<file path="config.mk">
export PLATFORM = sky130hd
export DESIGN_NAME = eicf_top
export DESIGN_NICKNAME = d
export VERILOG_FILES = /design/src/verilog/eicf_pkg.sv /design/src/verilog/eicf_if.sv /design/src/verilog/eicf_edge_det.sv /design/src/verilog/eicf_top.sv
export SDC_FILE = /design/constraint.sdc
export NUM_CORES = 1
export LEC_CHECK = 0
export BUFFER_PORTS_ARGS = -buffer_cell sky130_fd_sc_hd__buf_2
export CELL_PAD_IN_SITES_DETAIL_PLACEMENT = 1
export CELL_PAD_IN_SITES_GLOBAL_PLACEMENT = 1
export CORE_AREA = 3 3 86 88
export DETAILED_ROUTE_END_ITERATION = 10
export DIE_AREA = 0 0 89 91
export PLACE_DENSITY_LB_ADDON = 0.1
export SYNTH_ARGS = -nofsm -noshare
export SYNTH_HDL_FRONTEND = slang
export SYNTH_SLANG_ARGS = --single-unit
</file>
<file path="constraint.sdc">
create_clock -name clk_sys_i -period 1.73 [get_ports clk_sys_i]
set_input_delay 0.346 -clock clk_sys_i [delete_from_list [all_inputs] [get_ports clk_sys_i]]
set_output_delay 0.346 -clock clk_sys_i [all_outputs]
set_load 0.01 [all_outputs]
</file>
<file path="src/verilog/eicf_pkg.sv">
// Package: offsets, field positions, encodings and vectors of the interrupt block
package eicf_pkg;

  // ***************************************************
  // Register map (I/O space byte offsets)
  // ***************************************************
  localparam logic [5:0] EICF_CTRL_ADDR  = 6'h06; // Interrupt control register
  localparam logic [5:0] EICF_FLAGS_ADDR = 6'h3a; // Interrupt flag register (chosen)
  localparam logic [7:0] EICF_CTRL_RST   = 8'h00; // Control reset value
  localparam logic [7:0] EICF_FLAGS_RST  = 8'h00; // Flags reset value

  // ***************************************************
  // Control field positions
  // ***************************************************
  localparam int EICF_B_EN_BIT   = 7; // Second external enable
  localparam int EICF_A_EN_BIT   = 6; // First external enable
  localparam int EICF_LL_EN_BIT  = 5; // Low-level input enable
  localparam int EICF_TOV_EN_BIT = 4; // Timer overflow enable
  localparam int EICF_B_SNS_HI   = 3; // Second sense field, upper bit
  localparam int EICF_B_SNS_LO   = 2; // Second sense field, lower bit
  localparam int EICF_A_SNS_HI   = 1; // First sense field, upper bit
  localparam int EICF_A_SNS_LO   = 0; // First sense field, lower bit

  // ***************************************************
  // Flag field positions
  // ***************************************************
  localparam int EICF_B_FLAG_BIT   = 7; // Second external flag
  localparam int EICF_A_FLAG_BIT   = 6; // First external flag
  localparam int EICF_TOV_FLAG_BIT = 4; // Timer overflow flag

  // ***************************************************
  // Sense encodings
  // ***************************************************
  localparam logic [1:0] EICF_SNS_LOW  = 2'h0; // Low level
  localparam logic [1:0] EICF_SNS_ANY  = 2'h1; // Any change
  localparam logic [1:0] EICF_SNS_FALL = 2'h2; // Falling edge
  localparam logic [1:0] EICF_SNS_RISE = 2'h3; // Rising edge

  // ***************************************************
  // Vector addresses and response time
  // ***************************************************
  localparam logic [9:0] EICF_VEC_NONE = 10'h000; // No request
  localparam logic [9:0] EICF_VEC_A    = 10'h001; // First external
  localparam logic [9:0] EICF_VEC_B    = 10'h002; // Second external
  localparam logic [9:0] EICF_VEC_LL   = 10'h003; // Low-level input
  localparam logic [9:0] EICF_VEC_TOV  = 10'h004; // Timer overflow
  localparam int         EICF_RESP_CYC = 4;       // Least cycles accept to vector

endpackage

</file>
<file path="src/verilog/eicf_if.sv">
// Interface: one external pin's sense settings and detector answer
`timescale 1ns/1ps
interface eicf_sense_if;
  logic [1:0] sense;     // Selected trigger
  logic       pin_sync;  // Synchronised pin level
  logic       level_req; // Low-level request
  logic       edge_hit;  // Qualifying edge seen, one cycle

  modport ctl (output sense, output pin_sync, input level_req, input edge_hit);
  modport det (input sense, input pin_sync, output level_req, output edge_hit);
endinterface

</file>
<file path="src/verilog/eicf_edge_det.sv">
// Module: trigger detector for one synchronised external pin
`timescale 1ns/1ps
module eicf_edge_det
  import eicf_pkg::*;
(
  input  wire logic clk_sys_i, // System clock
  input  wire logic rst_n_i,   // Synchronous reset, active low
  eicf_sense_if.det sns        // Sense settings and answer
);

  // ***************************************************
  // Previous level and decode
  // ***************************************************
  logic prev_q; // Level one cycle ago

  // Hold last sampled level; reset as idle high
  always_ff @(posedge clk_sys_i) begin
    if (!rst_n_i) begin
      prev_q <= 1'b1;
    end else begin
      prev_q <= sns.pin_sync;
    end
  end

  // Decode the two-bit trigger select
  always_comb begin
    sns.level_req = 1'b0;
    sns.edge_hit  = 1'b0;
    unique case (sns.sense)
      EICF_SNS_LOW:  sns.level_req = !sns.pin_sync;            // Level
      EICF_SNS_ANY:  sns.edge_hit  = sns.pin_sync ^ prev_q;     // Change
      EICF_SNS_FALL: sns.edge_hit  = prev_q & !sns.pin_sync;    // Falling
      EICF_SNS_RISE: sns.edge_hit  = !prev_q & sns.pin_sync;    // Rising
    endcase
  end

endmodule // eicf_edge_det

</file>
<file path="src/verilog/eicf_top.sv">
// Module: external, low-level and timer interrupt control with flags
`timescale 1ns/1ps
module eicf_top
  import eicf_pkg::*;
#(
  parameter int RESP_CYC = EICF_RESP_CYC // Accept-to-vector cycles
) (
  input  wire logic       clk_sys_i,     // System clock
  input  wire logic       rst_n_i,       // Synchronous reset, active low
  input  wire logic [5:0] io_addr_i,     // I/O register address
  input  wire logic       io_wr_i,       // Write strobe
  input  wire logic       io_rd_i,       // Read strobe
  input  wire logic [7:0] io_wdata_i,    // Write data
  output logic      [7:0] io_rdata_o,    // Registered read data
  input  wire logic       ext_a_pin_i,   // First external pin
  input  wire logic       ext_b_pin_i,   // Second external pin
  input  wire logic [7:0] port_in_i,     // Input port pins
  input  wire logic [7:0] alt_func_i,    // Pins in alternate use
  input  wire logic       tov_event_i,   // Timer overflow pulse
  input  wire logic       global_en_i,   // Core global enable bit
  input  wire logic       core_ready_i,  // Core may take an interrupt
  output logic            irq_take_o,    // Accept pulse: clear global
  output logic            vec_valid_o,   // Vector presented, one cycle
  output logic      [9:0] vec_addr_o     // Vector address
);

  // ***************************************************
  // Registers and synchronisers
  // ***************************************************
  logic [7:0] ctrl_q;          // Control register
  logic       flag_a_q;        // First external flag
  logic       flag_b_q;        // Second external flag
  logic       flag_tov_q;      // Timer overflow flag
  logic [1:0] a_meta_q;        // First pin sync chain
  logic [1:0] b_meta_q;        // Second pin sync chain
  logic [7:0] port_meta_q;     // Port first stage
  logic [7:0] port_sync_q;     // Port second stage
  logic [9:0] pend_vec_q;      // Vector being served
  logic [2:0] resp_cnt_q;      // Response countdown

  typedef enum logic [1:0] {EICF_IDLE, EICF_WAIT, EICF_VEC} eicf_state_e;
  eicf_state_e state_q;        // Response sequencer

  eicf_sense_if sa ();         // First pin detector link
  eicf_sense_if sb ();         // Second pin detector link

  // Two-stage pin synchronisers
  always_ff @(posedge clk_sys_i) begin
    if (!rst_n_i) begin
      a_meta_q    <= 2'h3;
      b_meta_q    <= 2'h3;
      port_meta_q <= 8'hff;
      port_sync_q <= 8'hff;
    end else begin
      a_meta_q    <= {a_meta_q[0], ext_a_pin_i};
      b_meta_q    <= {b_meta_q[0], ext_b_pin_i};
      port_meta_q <= port_in_i;
      port_sync_q <= port_meta_q;
    end
  end

  // Sense fields feed the detectors
  assign sa.sense    = ctrl_q[EICF_A_SNS_HI:EICF_A_SNS_LO];
  assign sb.sense    = ctrl_q[EICF_B_SNS_HI:EICF_B_SNS_LO];
  assign sa.pin_sync = a_meta_q[1];
  assign sb.pin_sync = b_meta_q[1];

  eicf_edge_det u_det_a (
    .clk_sys_i (clk_sys_i),
    .rst_n_i   (rst_n_i),
    .sns       (sa.det)
  );

  eicf_edge_det u_det_b (
    .clk_sys_i (clk_sys_i),
    .rst_n_i   (rst_n_i),
    .sns       (sb.det)
  );

  // ***************************************************
  // Request qualification
  // ***************************************************
  logic wr_ctrl;   // Control write
  logic wr_flags;  // Flag write
  logic ll_any;    // Any unmasked port pin low
  logic req_a;     // First external request
  logic req_b;     // Second external request
  logic req_ll;    // Low-level request
  logic req_tov;   // Timer request
  logic [9:0] win_vec; // Highest priority vector
  logic       take;    // Accept now
  logic clr_a;     // Vector clear, first flag
  logic clr_b;     // Vector clear, second flag
  logic clr_tov;   // Vector clear, timer flag

  assign wr_ctrl  = io_wr_i && (io_addr_i == EICF_CTRL_ADDR);
  assign wr_flags = io_wr_i && (io_addr_i == EICF_FLAGS_ADDR);
  assign ll_any   = |(~port_sync_q & ~alt_func_i);

  // Level mode is unlatched; edge mode goes through the flag
  assign req_a = global_en_i && ctrl_q[EICF_A_EN_BIT] &&
                 (sa.level_req || flag_a_q);
  assign req_b = global_en_i && ctrl_q[EICF_B_EN_BIT] &&
                 (sb.level_req || flag_b_q);
  assign req_ll  = global_en_i && ctrl_q[EICF_LL_EN_BIT] && ll_any;
  assign req_tov = global_en_i && ctrl_q[EICF_TOV_EN_BIT] && flag_tov_q;

  // Fixed priority, lower vector first
  always_comb begin
    if (req_a) begin
      win_vec = EICF_VEC_A;
    end else if (req_b) begin
      win_vec = EICF_VEC_B;
    end else if (req_ll) begin
      win_vec = EICF_VEC_LL;
    end else if (req_tov) begin
      win_vec = EICF_VEC_TOV;
    end else begin
      win_vec = EICF_VEC_NONE;
    end
  end

  assign take    = (state_q == EICF_IDLE) && core_ready_i && (win_vec != EICF_VEC_NONE);
  assign clr_a   = (state_q == EICF_VEC) && (pend_vec_q == EICF_VEC_A);
  assign clr_b   = (state_q == EICF_VEC) && (pend_vec_q == EICF_VEC_B);
  assign clr_tov = (state_q == EICF_VEC) && (pend_vec_q == EICF_VEC_TOV);

  // ***************************************************
  // Register file
  // ***************************************************
  // Control register write
  always_ff @(posedge clk_sys_i) begin
    if (!rst_n_i) begin
      ctrl_q <= EICF_CTRL_RST;
    end else if (wr_ctrl) begin
      ctrl_q <= io_wdata_i;
    end
  end

  // Flags: set wins over clear; zero writes ignored; level mode forces zero
  always_ff @(posedge clk_sys_i) begin
    if (!rst_n_i) begin
      flag_a_q   <= 1'b0;
      flag_b_q   <= 1'b0;
      flag_tov_q <= 1'b0;
    end else begin
      if (sa.sense == EICF_SNS_LOW) begin
        flag_a_q <= 1'b0;
      end else if (sa.edge_hit) begin
        flag_a_q <= 1'b1;
      end else if (clr_a || (wr_flags && io_wdata_i[EICF_A_FLAG_BIT])) begin
        flag_a_q <= 1'b0;
      end
      if (sb.sense == EICF_SNS_LOW) begin
        flag_b_q <= 1'b0;
      end else if (sb.edge_hit) begin
        flag_b_q <= 1'b1;
      end else if (clr_b || (wr_flags && io_wdata_i[EICF_B_FLAG_BIT])) begin
        flag_b_q <= 1'b0;
      end
      if (tov_event_i) begin
        flag_tov_q <= 1'b1;
      end else if (clr_tov || (wr_flags && io_wdata_i[EICF_TOV_FLAG_BIT])) begin
        flag_tov_q <= 1'b0;
      end
    end
  end

  // Registered read port; reserved bits zero
  always_ff @(posedge clk_sys_i) begin
    if (!rst_n_i) begin
      io_rdata_o <= 8'h00;
    end else if (io_rd_i) begin
      if (io_addr_i == EICF_CTRL_ADDR) begin
        io_rdata_o <= ctrl_q;
      end else if (io_addr_i == EICF_FLAGS_ADDR) begin
        io_rdata_o <= {flag_b_q, flag_a_q, 1'b0, flag_tov_q, 4'h0};
      end else begin
        io_rdata_o <= 8'h00; // Unmapped reads zero
      end
    end
  end

  // ***************************************************
  // Response sequencer
  // ***************************************************
  always_ff @(posedge clk_sys_i) begin
    if (!rst_n_i) begin
      state_q     <= EICF_IDLE;
      pend_vec_q  <= EICF_VEC_NONE;
      resp_cnt_q  <= 3'h0;
      irq_take_o  <= 1'b0;
      vec_valid_o <= 1'b0;
      vec_addr_o  <= EICF_VEC_NONE;
    end else begin
      irq_take_o  <= 1'b0;
      vec_valid_o <= 1'b0;
      unique case (state_q)
        EICF_IDLE: begin
          if (take) begin
            state_q    <= EICF_WAIT;
            pend_vec_q <= win_vec;
            resp_cnt_q <= 3'(RESP_CYC - 2);
            irq_take_o <= 1'b1;
          end
        end
        EICF_WAIT: begin
          if (resp_cnt_q == 3'h0) begin
            state_q <= EICF_VEC;
          end else begin
            resp_cnt_q <= resp_cnt_q - 3'h1;
          end
        end
        EICF_VEC: begin
          state_q     <= EICF_IDLE;
          vec_valid_o <= 1'b1;
          vec_addr_o  <= pend_vec_q;
        end
      endcase
    end
  end

endmodule // eicf_top
</file>
# == Word level (Yosys, flattened, before mapping) ==
# Index checks and enable logic that the tools add are counted.
# word_totals
register_bits,68
input_bits,39
output_inout_bits,20
word_cells,111
# op_classes
addsub,1
n_eq_ne,16
n_mux,24
n_bitwise,10
n_reduce_logical,43
# op_table
cell,n
logical AND 1 bit,18
two-way mux 3 bit,6
two-way mux 8 bit,2
inverter 8 bit,2
"equality test 10 x 1 -> 1 bit, second input constant",1
"equality test 10 x 2 -> 1 bit, second input constant",1
"equality test 10 x 3 -> 1 bit, second input constant",1
"equality test 2 bit, second input constant",5
two-way mux 1 bit,10
nonzero test 10 bit,1
AND 8 bit,1
nonzero test 2 bit,4
OR reduction 8 bit,1
"equality test 2 x 1 -> 1 bit, second input constant",3
"equality test 6 x 3 -> 1 bit, second input constant",1
"equality test 6 bit, second input constant",1
zero test 2 bit,3
"!= test 2 bit, second input constant",3
case mux 1 bit (3 select lines),2
case mux 2 bit (3 select lines),1
case mux 3 bit (2 select lines),1
AND reduction 2 bit,3
logical OR 1 bit,5
AND 1 bit,4
8 further kinds,14

# == Longest topological paths before layout ==
# depth
ltp_word,11
depth_mapped,8
mapped_depth_nobuf,8

# == By module ==
# A second synthesis with hierarchy kept.
# hier_totals
cells_unflattened,252
hier_area_um2,2351.0
# modules_own_cells
module,instances,cells_per_inst,area_each_um2,seq_area_each_um2
eicf_top,1,232,2175.8,1041.0
eicf_edge_det,2,10,87.6,20.0

# == Least setup slack after synthesis ==
# OpenSTA, ideal clock, no wires.
# synth_timing
path_type,input to register
start,input port alt_func_i[1]
end,register pend_vec_q[2]
setup_time_ns,0.063
arrival_ns,1.588
required_ns,1.667
setup_slack_ns,0.079
stages,6
path_buffers,0
cell_sequence,o22ai_1 > o41ai_2 > o21ai_1 > or4b_1 > o21a_1 > nor2_2
# synth_between
elab_chain_len,10
# synth_lines
item,line,source
"start, declared",eicf_top.sv:18,"input wire logic [7:0] alt_func_i,"
inverter 8 bit *,eicf_top.sv:98,assign ll_any = |(~port_sync_q & ~alt_func_i);
AND 8 bit *,eicf_top.sv:98,
OR reduction 8 bit *,eicf_top.sv:98,
logical AND 1 bit *,eicf_top.sv:105,assign req_ll = global_en_i && ctrl_q[EICF_LL_EN_BIT] && ll_any;
two-way mux 3 bit *,eicf_top.sv:114,end else if (req_ll) begin
two-way mux 3 bit *,eicf_top.sv:112,end else if (req_b) begin
two-way mux 3 bit *,eicf_top.sv:110,if (req_a) begin
nonzero test 10 bit,eicf_top.sv:123,assign take = (state_q == EICF_IDLE) && core_ready_i && (win_vec != EICF_VEC_NONE);
logical AND 1 bit,eicf_top.sv:123,
AND reduction 2 bit (no source line),-,
"end signal, assigned",eicf_top.sv:202,pend_vec_q <= win_vec;
"end, declared",eicf_top.sv:38,logic [9:0] pend_vec_q;
# Every way passes the cells marked *; elsewhere a longest branch is shown, timed or not.
# A chain may end at the register's enable or synchronous reset.

# == Final worst setup path ==
# layout_timing
start,register port_sync_q[6]
end,register pend_vec_q[2]
# layout_between
elab_chain_len,10
# layout_lines
item,line,source
"start, declared",eicf_top.sv:37,logic [7:0] port_sync_q;
"start signal, assigned",eicf_top.sv:58,port_sync_q <= port_meta_q;
inverter 8 bit *,eicf_top.sv:98,
AND 8 bit *,eicf_top.sv:98,
OR reduction 8 bit *,eicf_top.sv:98,
logical AND 1 bit *,eicf_top.sv:105,
two-way mux 3 bit *,eicf_top.sv:114,
two-way mux 3 bit *,eicf_top.sv:112,
two-way mux 3 bit *,eicf_top.sv:110,
nonzero test 10 bit,eicf_top.sv:123,
logical AND 1 bit,eicf_top.sv:123,
AND reduction 2 bit (no source line),-,
# Marked as above.

==> impl_metrics.py <==
metrics = {
    "grt": {
        "grt_pass1_vias": 1894,
        "gr-total-overflow": 0,
        "grt_use_total_pct": 13.58,
        "antenna_found_initial": 0,
        "grt_pass1_wl_um": 8818,
        "grt_max_degree": 30,
    },
    "setup_path": {
        "critical-path-max-stage-delay_ns": 0.47,
        "arrival_ns": 1.94,
        "reg2reg_slack_ns": 0.05,
        "crit_type": "flip-flop to flip-flop",
        "cp.required_ns": 1.99,
        "r2r_end": "pend_vec_q[2]",
        "cpMaxStageDelayCell": "or4b_1",
        "timing.critical_path.from_type": "flip-flop",
        "path_cells": "o22ai_4 > o41ai_4 > o21ai_2 > or4b_1 > o21a_1 > nor2_2",
        "end_kind": "flip-flop",
        "worst_r2r_path_depth": 6,
        "path_delay_family": "compound AO/OA/AOI/OAI gates",
        "cp.buffers_inverters": 0,
        "path_max_fanout": 3,
        "timing.rr.start": "port_sync_q[6]",
    },
    "timing": {
        "hold_ws_ns": 0.2051,
        "setup_tns_ns": 0,
        "fin_crit_sh_pct": 96.94,
        "period_needed_ns": 1.677,
        "maxSlewViolCount": 0,
        "fmax_mhz": 596.3,
        "setup_viol": 0,
        "rsz0062_at_grt": "yes",
        "finClkSkew_ns": 0.007584,
        "hold_viol": 0,
    },
    "floorplanning": {
        "fp.dieArea_um2": 8099,
        "chipHeight_um": 91,
        "num_rows": 30,
        "num_io_pins": 59,
        "core_area_um2": 6719,
        "initial_core_util_pct": 34.30,
        "fp.dieW_um": 89,
    },
    "drt": {
        "via_count": 1956,
        "postRouteAntennaNets": 0,
        "finalWirelength_um": 5532,
        "detail_route.wl_per_cell_um": 13.53,
        "drc_errors": 0,
        "routed_via_density": 4.782,
        "drtIter0Drc": 43,
        "drtPass1Iterations": 4,
    },
    "layout": {
        "layout.cells.most_common_list": "buf_2, dfxtp_1, nand2b_1",
        "layout_commonest_cell": "buf_2",
        "n_fill_cell": 824,
        "drive_gt1_share_pct": 31.31,
        "diodes": 0,
        "final_nets": 376,
        "syn_to_final_growth_pct": 28.01,
    },
    "pwr": {
        "p_per_area_nw_per_um2": 872.4,
        "power_mw": 2.574,
        "leakage_nw": 1.191,
        "irDropWorstVdd_uv": 456.8,
    },
    "clocking": {
        "cts_hold_buf": 0,
        "cts_root_buf": "clkbuf_8",
        "clk_pin_slew_worst_paths_ns": 0.11,
        "clkSinkCount": 54,
        "htree_levels": 2,
        "clock_latency_ns": 0.31,
        "tritoncts": "built",
        "cts_max_path_buffers": 2,
        "cts_buffers": 5,
    },
    "hold_path": {
        "hold_path_end": "a_meta_q[0]",
        "hold_class": "input port to flip-flop",
        "hold_depth": 2,
        "min_from": "ext_a_pin_i",
    },
    "outcome": {
        "status": "completed",
    },
    "yosys": {
        "netlist_area_um2": 2305,
        "synthCells": 264,
        "synth-edff-count": 0,
        "ys.flop_type": "dfxtp_1",
        "yosysWarnings": 0,
        "async_reset_ff_share_pct": 0,
        "synth.avg_cell_area_um2": 8.730,
        "synth_cell_types": 42,
        "synth.area.top_cells": "dfxtp_1, nand2b_1, ha_1",
        "yosysTopAreaCell": "dfxtp_1",
        "synth-seq-area-share_pct": 46.91,
        "synth_top_area_share_pct": 46.91,
        "ys_ff_latch": 54,
    },
    "place": {
        "numPortBuffers": 51,
        "routabilityCongestion": 0.8135,
        "dp_hpwl_um": 4045,
    },
    "run": {
        "maxCapViolations": 0,
    },
}
stage by stage:
step	setup slack, ns	std cells	instance area, µm²	util, %
6_report	0.05301	409	2950	43.91
5_1_grt	-0.05404	409	2950	43.91
4_1_cts	-0.04425	410	2855	42.50
3_5_place_dp	-0.2074	401	2723	40.52
3_3_place_gp	-0.2059	401	2723	40.52
2_1_floorplan	0.07892	270	2327	-
metal layers:
metal | vias to the layer above | global-route usage (%) | share of wire (%)
li1 | 1017 | - | -
met1 | 898 | 18.49 | 47
met2 | 35 | 21.35 | 48
met3 | 6 | 2.904 | 4.1
met4 | 0 | 4.094 | 1.2
met5 | - | 0 | 0
sequential cells by signal (all words and copies together) (netlist names), 3 cells and up:
register / cells
resp_cnt_q: 3
pend_vec_q: 3
vec_addr_o: 3
port_sync_q: 8
io_rdata_o: 8
ctrl_q: 8
port_meta_q: 8
cells by family (layout without fill, tap and decap cells):
family / Yosys count / after routing / share of synthesized area [%]
AND/OR/NAND/NOR: 96 / 96 / 22.20
buffers and inverters: 36 / 95 / 7.057
AO/OA/AOI/OAI: 65 / 65 / 17.48
flip-flops: 54 / 54 / 46.91
adder cells (fa/ha/maj): 9 / 9 / 4.886
other: 1 / 7 / 0.1627
multiplexers: 3 / 3 / 1.303
report_power, final:
part	switching [mW]	internal (mW)
clock network	0.442	0.299
registers	0.0289	1.30
logic	0.290	0.216
total	0.761	1.81
how the worst max path moves through the flow:
stage	from	to	slack (ns)	depth (start not counted)
2_1_floorplan	alt_func_i[1]	pend_vec_q[2]	0.08	6
5_1_grt	port_sync_q[4]	resp_cnt_q[2]	-0.05	6
4_1_cts	port_sync_q[5]	pend_vec_q[2]	-0.04	8
3_5_place_dp	alt_func_i[1]	pend_vec_q[2]	-0.21	8
6_report	port_sync_q[6]	pend_vec_q[2]	0.05	6
3_3_place_gp	alt_func_i[1]	pend_vec_q[2]	-0.21	8
cells in the mapped netlist, types with 2 or more instances:
master     n
nand4b_1   2
a211oi_1   5
inv_1     17
buf_4      7
nand2_1   21
nor2b_1    2
ha_1       9
and2_1     2
o21ai_0   12
o22ai_1    4
dfxtp_1   54
o211ai_1   3
nand3_1   18
a31oi_1    5
nand2b_1  29
nor3_1     5
a22oi_1    3
mux2i_1    3
o31ai_1    2
a21oi_1   22
clkbuf_1   9
nor2_1    10
cell type report:
| type | count | area (µm²) | area share (%) |
|---|---|---|---|
| multi-input combinational | 180 | 1200 | 40.67 |
| clock inverter | 3 | 26.28 | 0.8906 |
| sequential | 54 | 1090 | 36.94 |
| timing repair buffer | 69 | 397.9 | 13.49 |
| clock buffer | 5 | 68.82 | 2.332 |
| inverter | 18 | 67.56 | 2.290 |
| tap | 80 | 100.1 | 3.393 |
worst register-to-register path, cell delays in order (launching register included):
cell,delay (ns)
dfxtp_2,0.36
o22ai_4,0.08
o41ai_4,0.43
o21ai_2,0.09
or4b_1,0.47
o21a_1,0.13
nor2_2,0.07
timing repair:
action | 4_1_cts | 5_1_grt
resized for setup | 11 | 21
endpoints found under the setup margin | 5 | 8
pin swaps | 6 | 11
buffers inserted | 1 | 0
Power figures use the tool's default switching activity.
